[config.mk]
export PLATFORM = sky130hd
export DESIGN_NAME = cdac_top
export DESIGN_NICKNAME = d
export VERILOG_FILES = /design/src/hdl/cdac_pkg.sv /design/src/hdl/cdac_top.sv /design/src/hdl/cdac_trigger.sv
export VERILOG_INCLUDE_DIRS = /design/src /design/src/hdl
export SDC_FILE = /design/constraint.sdc
export NUM_CORES = 1
export LEC_CHECK = 0
export BUFFER_PORTS_ARGS = -buffer_cell sky130_fd_sc_hd__clkbuf_2
export CAP_MARGIN = 10
export CORE_UTILIZATION = 52
export DETAILED_ROUTE_END_ITERATION = 8
export GPL_TIMING_DRIVEN = 0
export HOLD_SLACK_MARGIN = 0.06
export PLACE_DENSITY_LB_ADDON = 0.3
export SLEW_MARGIN = 10
export SYNTH_ARGS = -nofsm -noshare
export SYNTH_HDL_FRONTEND = slang
export SYNTH_SLANG_ARGS = --single-unit
[constraint.sdc]
create_clock -name clk -period 3.6 [get_ports clk]
set_clock_uncertainty 0.05 [all_clocks]
set_input_delay 0.72 -clock clk [delete_from_list [all_inputs] [get_ports clk]]
set_output_delay 0.72 -clock clk [all_outputs]
set_load 0.1 [all_outputs]
[src/hdl/cdac_map.svh]
// Contract
// - High data register holds code bits nine to two.
// - Low register bits seven,six give code bits one,zero.
// - Control bits one,zero select full-scale current.
// - Range 1x is 2mA, 01 1mA, 00 half mA.
// - Reset range selects 2 mA.
// - Control at 0xB9, reset 0x72, bits three,two zero.
// - High data register read/write, resets zero.
// - Enable connects pin to output, else GPIO.
// - Mode 111 latches both on high write.
// - Modes 000-011 latch on timer overflow.
// - Modes 100-110 latch on strobe edges.
`ifndef CDAC_MAP_SVH
`define CDAC_MAP_SVH

// ----------------------------------------
// Register word indexes; the byte address is four times the index
// ----------------------------------------
`define CDAC_OFS_CONTROL 8'hB9
`define CDAC_OFS_CODE_HIGH 8'hBC
`define CDAC_OFS_CODE_LOW 8'hBD
`define CDAC_OFS_STATUS 8'hC0

// ----------------------------------------
// Field positions and reset values
// ----------------------------------------
`define CDAC_EN_BIT 7
`define CDAC_MODE_HI 6
`define CDAC_MODE_LO 4
`define CDAC_RANGE_HI 1
`define CDAC_RANGE_LO 0
`define CDAC_CONTROL_RST 8'h72
`define CDAC_CONTROL_WMASK 8'hF3
`define CDAC_CODE_HIGH_RST 8'h00
`define CDAC_CODE_LOW_RST 8'h00
`define CDAC_LOW_WMASK 8'hC0

`endif

[src/hdl/cdac_pkg.sv]
package cdac_pkg;

   // ----------------------------------------
   // Update trigger modes
   // ----------------------------------------
   typedef enum logic [2:0] {
      CDAC_UPD_TMR0 = 3'h0,
      CDAC_UPD_TMR1 = 3'h1,
      CDAC_UPD_TMR2 = 3'h2,
      CDAC_UPD_TMR3 = 3'h3,
      CDAC_UPD_RISE = 3'h4,
      CDAC_UPD_FALL = 3'h5,
      CDAC_UPD_BOTH = 3'h6,
      CDAC_UPD_WRITE = 3'h7
   } cdac_mode_e;

   // Output bundle to the analog current source.
   typedef struct packed {
      logic converter_enable;
      logic [1:0] full_scale_select;
      logic [9:0] code;
   } cdac_out_s;

endpackage : cdac_pkg

[src/hdl/cdac_top.sv]
`include "cdac_map.svh"

// Control and data registers for the current-output converter.
module cdac_top (
   input wire logic clk,
   input wire logic rst_n,
   input wire logic ce,
   input wire logic [9:0] s_axi_awaddr,
   input wire logic s_axi_awvalid,
   output logic s_axi_awready,
   input wire logic [31:0] s_axi_wdata,
   input wire logic [3:0] s_axi_wstrb,
   input wire logic s_axi_wvalid,
   output logic s_axi_wready,
   output logic [1:0] s_axi_bresp,
   output logic s_axi_bvalid,
   input wire logic s_axi_bready,
   input wire logic [9:0] s_axi_araddr,
   input wire logic s_axi_arvalid,
   output logic s_axi_arready,
   output logic [31:0] s_axi_rdata,
   output logic [1:0] s_axi_rresp,
   output logic s_axi_rvalid,
   input wire logic s_axi_rready,
   input wire logic [3:0] timer_overflow,
   input wire logic external_convert_strobe,
   output cdac_pkg::cdac_out_s dac_out,
   output logic pin_analog_connect,
   output logic pin_digital_enable
);

   // ----------------------------------------
   // Registers
   // ----------------------------------------
   logic [7:0] dac_control; // Enable, mode and range.
   logic [7:0] dac_code_high; // Upper eight code bits.
   logic [7:0] dac_code_low; // Lower two code bits in bits 7:6.
   logic [9:0] code_latch; // Code driven to the converter.
   logic [31:0] rdata; // Read data register.

   // ----------------------------------------
   // Write channel capture
   // ----------------------------------------
   logic aw_held; // Write address is stored.
   logic w_held; // Write data is stored.
   logic [9:0] aw_addr; // Stored write byte address.
   logic [7:0] w_data; // Stored low byte of write data.
   logic w_lane; // Stored strobe for byte lane zero.

   // Accept each channel when its holding slot is empty.
   // Both slots stay closed while an answer waits, so one write at most is under way.
   assign s_axi_awready = ~aw_held & ~s_axi_bvalid;
   assign s_axi_wready = ~w_held & ~s_axi_bvalid;
   assign s_axi_bresp = 2'h0;
   assign s_axi_rresp = 2'h0;
   assign s_axi_arready = ~s_axi_rvalid;
   assign s_axi_rdata = rdata;

   // ----------------------------------------
   // Address decode
   // ----------------------------------------
   // A byte address hits a register when it equals four times the word index.
   // An address that is not word aligned hits nothing, so such an access is ignored.
   function automatic logic addr_hits(input logic [9:0] addr, input logic [7:0] index);
      return addr == {index, 2'h0};
   endfunction : addr_hits

   wire aw_fire = s_axi_awvalid & s_axi_awready; // Address taken.
   wire w_fire = s_axi_wvalid & s_axi_wready; // Data taken.
   wire do_write = aw_held & w_held; // Both halves present.
   wire wr_byte = do_write & w_lane; // Lane zero carries the byte.
   wire wr_ctrl = wr_byte & addr_hits(aw_addr, `CDAC_OFS_CONTROL); // Control register write.
   wire wr_high = wr_byte & addr_hits(aw_addr, `CDAC_OFS_CODE_HIGH); // High data register write.
   wire wr_low = wr_byte & addr_hits(aw_addr, `CDAC_OFS_CODE_LOW); // Low data register write.
   wire update; // Latch update event.

   // Hold address and data until both have arrived.
   // The two channels may come in either order, so each has its own slot.
   always_ff @(posedge clk) begin
      if (!rst_n) begin
         // Reset empties both slots and drops any pending answer.
         aw_held <= 1'b0;
         w_held <= 1'b0;
         aw_addr <= 10'h000;
         w_data <= 8'h00;
         w_lane <= 1'b0;
         s_axi_bvalid <= 1'b0;
      end else if (ce) begin
         // Address slot: fill on a taken address, empty once the write is done.
         if (aw_fire) begin
            aw_held <= 1'b1;
            aw_addr <= s_axi_awaddr;
         end else if (do_write) begin
            aw_held <= 1'b0;
         end
         // Data slot: only byte lane zero matters to these registers.
         if (w_fire) begin
            w_held <= 1'b1;
            w_data <= s_axi_wdata[7:0];
            w_lane <= s_axi_wstrb[0];
         end else if (do_write) begin
            w_held <= 1'b0;
         end
         // The answer rises with the register write and stays until taken.
         if (do_write) begin
            s_axi_bvalid <= 1'b1;
         end else if (s_axi_bready) begin
            // The master has taken the answer.
            s_axi_bvalid <= 1'b0;
         end
      end
   end

   // ----------------------------------------
   // Register storage
   // ----------------------------------------
   // Software writes; bits 3:2 of control stay zero.
   always_ff @(posedge clk) begin
      if (!rst_n) begin
         dac_control <= `CDAC_CONTROL_RST;
         dac_code_high <= `CDAC_CODE_HIGH_RST;
         dac_code_low <= `CDAC_CODE_LOW_RST;
      end else if (ce) begin
         // Control: the mask keeps the two reserved bits at zero.
         if (wr_ctrl) begin
            dac_control <= w_data & `CDAC_CONTROL_WMASK;
         end
         // High byte: all eight bits are stored as written.
         if (wr_high) begin
            dac_code_high <= w_data;
         end
         // Low byte: only the two code bits are kept, the rest read zero.
         if (wr_low) begin
            dac_code_low <= w_data & `CDAC_LOW_WMASK;
         end
      end
   end

   // ----------------------------------------
   // Trigger selection
   // ----------------------------------------
   // The trigger block synchronises the strobe pin and picks the event for the mode.
   cdac_trigger u_trigger (
      .clk(clk),
      .rst_n(rst_n),
      .ce(ce),
      .mode(cdac_pkg::cdac_mode_e'(dac_control[`CDAC_MODE_HI:`CDAC_MODE_LO])),
      .timer_overflow(timer_overflow),
      .high_write(wr_high),
      .external_convert_strobe(external_convert_strobe),
      .update(update)
   );

   // The latch copies held registers on the chosen event; for on-demand
   // mode the fresh high byte is taken from the write itself.
   wire [7:0] high_src = wr_high ? w_data : dac_code_high;

   // Copy held data into the converter latch.
   // Outside on-demand mode, data writes alone never reach the output, which keeps timed updates free of jitter.
   always_ff @(posedge clk) begin
      if (!rst_n) begin
         // The converter starts at zero current.
         code_latch <= 10'h000;
      end else if (ce && update) begin
         // Left-justified: high byte on top, low byte bits 7:6 below.
         code_latch <= {high_src, dac_code_low[7:6]};
      end
   end

   // ----------------------------------------
   // Outputs to the analog section and pin
   // ----------------------------------------
   // The enable bit hands the pin over to the current output and turns off its
   // digital driver; while it is low the pin is an ordinary port pin.
   assign dac_out.converter_enable = dac_control[`CDAC_EN_BIT];
   assign dac_out.full_scale_select = dac_control[`CDAC_RANGE_HI:`CDAC_RANGE_LO];
   assign dac_out.code = code_latch;
   assign pin_analog_connect = dac_control[`CDAC_EN_BIT];
   assign pin_digital_enable = ~dac_control[`CDAC_EN_BIT];

   // ----------------------------------------
   // Read channel
   // ----------------------------------------
   // Read decode; an address that hits nothing returns zero.
   wire rd_ctrl = addr_hits(s_axi_araddr, `CDAC_OFS_CONTROL); // Control register read.
   wire rd_high = addr_hits(s_axi_araddr, `CDAC_OFS_CODE_HIGH); // High data register read.
   wire rd_low = addr_hits(s_axi_araddr, `CDAC_OFS_CODE_LOW); // Low data register read.
   wire rd_stat = addr_hits(s_axi_araddr, `CDAC_OFS_STATUS); // Latched code read.
   wire [31:0] rd_mux = rd_ctrl ? {24'h000000, dac_control} :
                        rd_high ? {24'h000000, dac_code_high} :
                        rd_low ? {24'h000000, dac_code_low} :
                        rd_stat ? {22'h000000, code_latch} : 32'h00000000;

   // Capture read data when an address is taken.
   // The data is frozen in a register so it cannot move while the answer waits.
   always_ff @(posedge clk) begin
      if (!rst_n) begin
         // No answer is pending after reset.
         s_axi_rvalid <= 1'b0;
         rdata <= 32'h00000000;
      end else if (ce) begin
         // A taken address loads the data and raises the answer.
         if (s_axi_arvalid && s_axi_arready) begin
            s_axi_rvalid <= 1'b1;
            rdata <= rd_mux;
         end else if (s_axi_rready) begin
            // The master has taken the answer.
            s_axi_rvalid <= 1'b0;
         end
      end
   end

endmodule : cdac_top

[src/hdl/cdac_trigger.sv]
`include "cdac_map.svh"

// Picks the update event for the current trigger mode.
module cdac_trigger (
   input wire logic clk,
   input wire logic rst_n,
   input wire logic ce,
   input wire cdac_pkg::cdac_mode_e mode,
   input wire logic [3:0] timer_overflow,
   input wire logic high_write,
   input wire logic external_convert_strobe,
   output logic update
);

   // ----------------------------------------
   // Strobe synchroniser and edge detect
   // ----------------------------------------
   logic strobe_meta; // First stage, read only by the second.
   logic strobe_sync; // Second stage.
   logic strobe_prev; // Delayed copy for edge detection.

   // Two flip-flops then one delay stage for the pin strobe.
   always_ff @(posedge clk) begin
      if (!rst_n) begin
         strobe_meta <= 1'b0;
         strobe_sync <= 1'b0;
         strobe_prev <= 1'b0;
      end else if (ce) begin
         strobe_meta <= external_convert_strobe;
         strobe_sync <= strobe_meta;
         strobe_prev <= strobe_sync;
      end
   end

   wire rise = strobe_sync & ~strobe_prev; // Rising edge seen.
   wire fall = ~strobe_sync & strobe_prev; // Falling edge seen.

   // Mode decode into one update pulse.
   always_comb begin
      unique case (mode)
         cdac_pkg::CDAC_UPD_TMR0: update = timer_overflow[0];
         cdac_pkg::CDAC_UPD_TMR1: update = timer_overflow[1];
         cdac_pkg::CDAC_UPD_TMR2: update = timer_overflow[2];
         cdac_pkg::CDAC_UPD_TMR3: update = timer_overflow[3];
         cdac_pkg::CDAC_UPD_RISE: update = rise;
         cdac_pkg::CDAC_UPD_FALL: update = fall;
         cdac_pkg::CDAC_UPD_BOTH: update = rise | fall;
         cdac_pkg::CDAC_UPD_WRITE: update = high_write;
      endcase
   end

endmodule : cdac_trigger

==> impl_metrics.py <==
metrics = {
    "routing": {
        "drtAntennaViolNets": 0,
        "first_pass_iters": 5,
        "vias": 2704,
        "drt_iter0_drc": 134,
        "routed_wl_mm": 6.858,
        "wl_per_cell_um": 12.77,
        "via_per_inst": 5.035,
        "drcViolationCount": 0,
    },
    "yosys": {
        "seq_area_frac_synth_pct": 40.59,
        "yosys_warnings": 0,
        "synth_area_per_cell_um2": 8.663,
        "synth_edf_count": 0,
        "synth_seq_cells": 62,
        "syn_area_um2": 3058,
        "postSynthCellCount": 353,
        "synth.top_cells.by_count": "nand2_1, dfxtp_1, a21boi_0",
        "async_flop_share_pct": 0,
        "yosys.area.top_type_share_pct": 40.59,
        "synthTopCellsByArea": "dfxtp_1, nand2_1, a21boi_0",
        "synth_area_leader_cell": "dfxtp_1",
        "synth.most_common_cell": "nand2_1",
        "ys_types": 39,
        "synth_ff_type": "dfxtp_1",
    },
    "sta": {
        "rsz0062_at_grt": "no",
        "min_period_ns": 2.218,
        "slew_headroom_pct": 55.29,
        "finalHoldViolCount": 0,
        "finalSetupViolCount": 0,
        "drv_slew": 0,
        "period_share_pct": 61.62,
        "timing.setup.tns_ns": 0,
        "worstMarginPinSlew_ns": 0.6657,
        "fmax_mhz": 450.8,
    },
    "critical_path": {
        "crit_family": "compound AO/OA/AOI/OAI gates",
        "crit_fanout": 10,
        "max_stage_delay_ns": 0.36,
        "critPathLaunchType": "register",
        "worstPathRequired_ns": 3.78,
        "cp_num_buf_inv": 3,
        "path_class": "reg2reg",
        "endpoint_kind": "register",
        "crit_chain": "inv_1, ha_1, and2_0, o311ai_0, o211a_1, buf_2, buf_2, nand2_1, o211a_1",
        "arrival_ns": 2.40,
        "slowest_stage": "dfxtp_1",
    },
    "clocking": {
        "post_cts_buffers": 0,
        "cts_sinks": 62,
        "cts_hold_buf": 0,
        "htreeDepth": 3,
        "clockRootBuffer": "clkbuf_8",
        "cts_tree": "built",
        "cts_buffers": 9,
        "cts_resized": 0,
        "cts_buffer_depth": 2,
        "clk_pin_slew_ns": 0.07,
        "clk_latency_ns": 0.34,
    },
    "global_route": {
        "grtUsageTotal_pct": 24.23,
        "grt_pass1_vias": 2586,
        "grt_pass1_wl_mm": 11.42,
        "grt_overflow_total": 0,
        "grt_start_max_net_pins": 11,
        "grt_antenna_before_repair": 0,
    },
    "cells_and_area": {
        "final_area_um2": 3784,
        "regArea_um2": 1241,
        "filler_cell_count": 486,
        "antenna_cells": 0,
        "multiInputGateArea_um2": 1592,
        "drive_gt1_share_pct": 27.10,
        "area_delta_synth_final_pct": 23.73,
        "fin_nets": 531,
    },
    "die": {
        "dieArea_um2": 6191,
        "die_y_um": 78.69,
        "die_w_um": 78.69,
        "fp.coreArea_um2": 5574,
        "pin_count": 125,
        "rows": 27,
        "initial_utilization_pct": 54.86,
    },
    "power_and_ir_drop": {
        "peakVddDrop_mv": 0.2905,
        "power.density_nw_per_um2": 411.7,
        "p_leak_nw": 1.675,
        "power_w": 0.001558,
    },
    "flow_run": {
        "drv_cap": 0,
    },
    "placement": {
        "hpwl_mm": 5.315,
        "gp_congestion": 0.8689,
        "port_buffers": 71,
        "postPlaceCellArea_um2": 3597,
    },
    "status": {
        "outcome": "finished, final reports clean",
    },
    "min_path": {
        "min-delay-path-class": "reg2reg",
    },
}
==> layout by cell type (no fill, tap or decap), types with 3 or more instances in the layout <==
master / synthesis / layout
clkbuf_1: 11 / 12
nor4_1: 3 / 3
o21ai_0: 12 / 12
inv_1: 5 / 5
nand2_1: 77 / 77
nand3b_1: 3 / 3
mux2i_1: 21 / 21
nor2_1: 4 / 4
nand3_1: 17 / 17
nand4_1: 4 / 4
conb_1: 1 / 26
nor2b_1: 9 / 9
o211a_1: 9 / 9
dfxtp_1: 62 / 62
and3_1: 4 / 4
a21oi_1: 10 / 10
a22oi_1: 3 / 3
clkbuf_2: 0 / 71
buf_4: 30 / 30
buf_2: 3 / 3
a21boi_0: 35 / 35
clkbuf_8: 0 / 12
and2_1: 4 / 4
a2bb2oi_1: 4 / 4
==> logic make-up (layout without fill, tap and decap cells) <==
kind of cell / Yosys count / in the layout / synth area share, %
muxes: 23 / 23 / 7.610
DFF: 62 / 62 / 40.59
AOI/OAI and AO/OA: 75 / 75 / 17.64
other: 1 / 26 / 0.1226
buffers and inverters: 52 / 139 / 10.43
adders and majority gates: 2 / 2 / 0.8182
and+or+nand+nor: 138 / 138 / 22.79
==> report_power, final <==
| group | internal [W] | switching [W] |
|---|---|---|
| Combinational | 0.0000659 | 0.000208 |
| Clock | 0.000304 | 0.000265 |
| Sequential | 0.000701 | 0.0000132 |
| Total | 0.00107 | 0.000486 |
==> final cells by class <==
class | count | share of cell area [%]
plain buffers | 47 | 7.937
flip-flops and latches | 62 | 32.80
clock inverters | 3 | 0.4630
multi-input cells | 264 | 42.06
repair buffers | 71 | 9.392
clock buffers | 13 | 4.464
inverters | 5 | 0.4960
well taps | 72 | 2.381
==> per-layer routing <==
| layer | up-vias | part of all wire, % | global-route usage, % |
|---|---|---|---|
| met1 | 1229 | 46 | 28.37 |
| met5 | - | 0 | 0 |
| met4 | 0 | 1.8 | 12.78 |
| li1 | 1384 | - | - |
| met3 | 7 | 5.5 | 5.930 |
| met2 | 84 | 47 | 40.61 |
==> per-stage QoR <==
stage               utilization, %  std cells  worst slack (ns)  hold WS, ns
floorplan                        -        378            0.5793       0.3882
global placement             64.53        521             1.260       0.3922
detailed placement           64.53        521             1.171       0.3945
CTS                          67.88        537             1.408       0.4104
global route                 67.88        537             1.243       0.4286
finish                       67.88        537             1.382       0.4074
==> sequential cells by signal, indices dropped and copies added, names as in the netlist, 2 cells and up <==
signal and cells:
aw_addr 10, code_latch 10, dac_code_high 8, dac_code_low 2
dac_control 6, s_axi_rdata 10, w_data 8
==> path summary, 6_finish.rpt <==
path / startpoint / end / slack, ns / cells after the start
worst min-delay path: s_axi_rdata[2]$_SDFFE_PN0P_ / s_axi_rdata[2]$_SDFFE_PN0P_ / 0.41 / 2
worst max-delay path: u_trigger.strobe_prev$_SDFFE_PN0P_ / code_latch[9]$_SDFFE_PN0P_ / 1.38 / 9
worst max register to register: u_trigger.strobe_prev$_SDFFE_PN0P_ / code_latch[9]$_SDFFE_PN0P_ / 1.38 / 9
worst min register to register: s_axi_rdata[2]$_SDFFE_PN0P_ / s_axi_rdata[2]$_SDFFE_PN0P_ / 0.41 / 2
==> tightest hold or removal path, cell delays in order, from the launching register on <==
cell and delay, ns:
dfxtp_1 0.32, nand2_1 0.04, o21ai_0 0.06
Power figures use the tool's default switching activity.
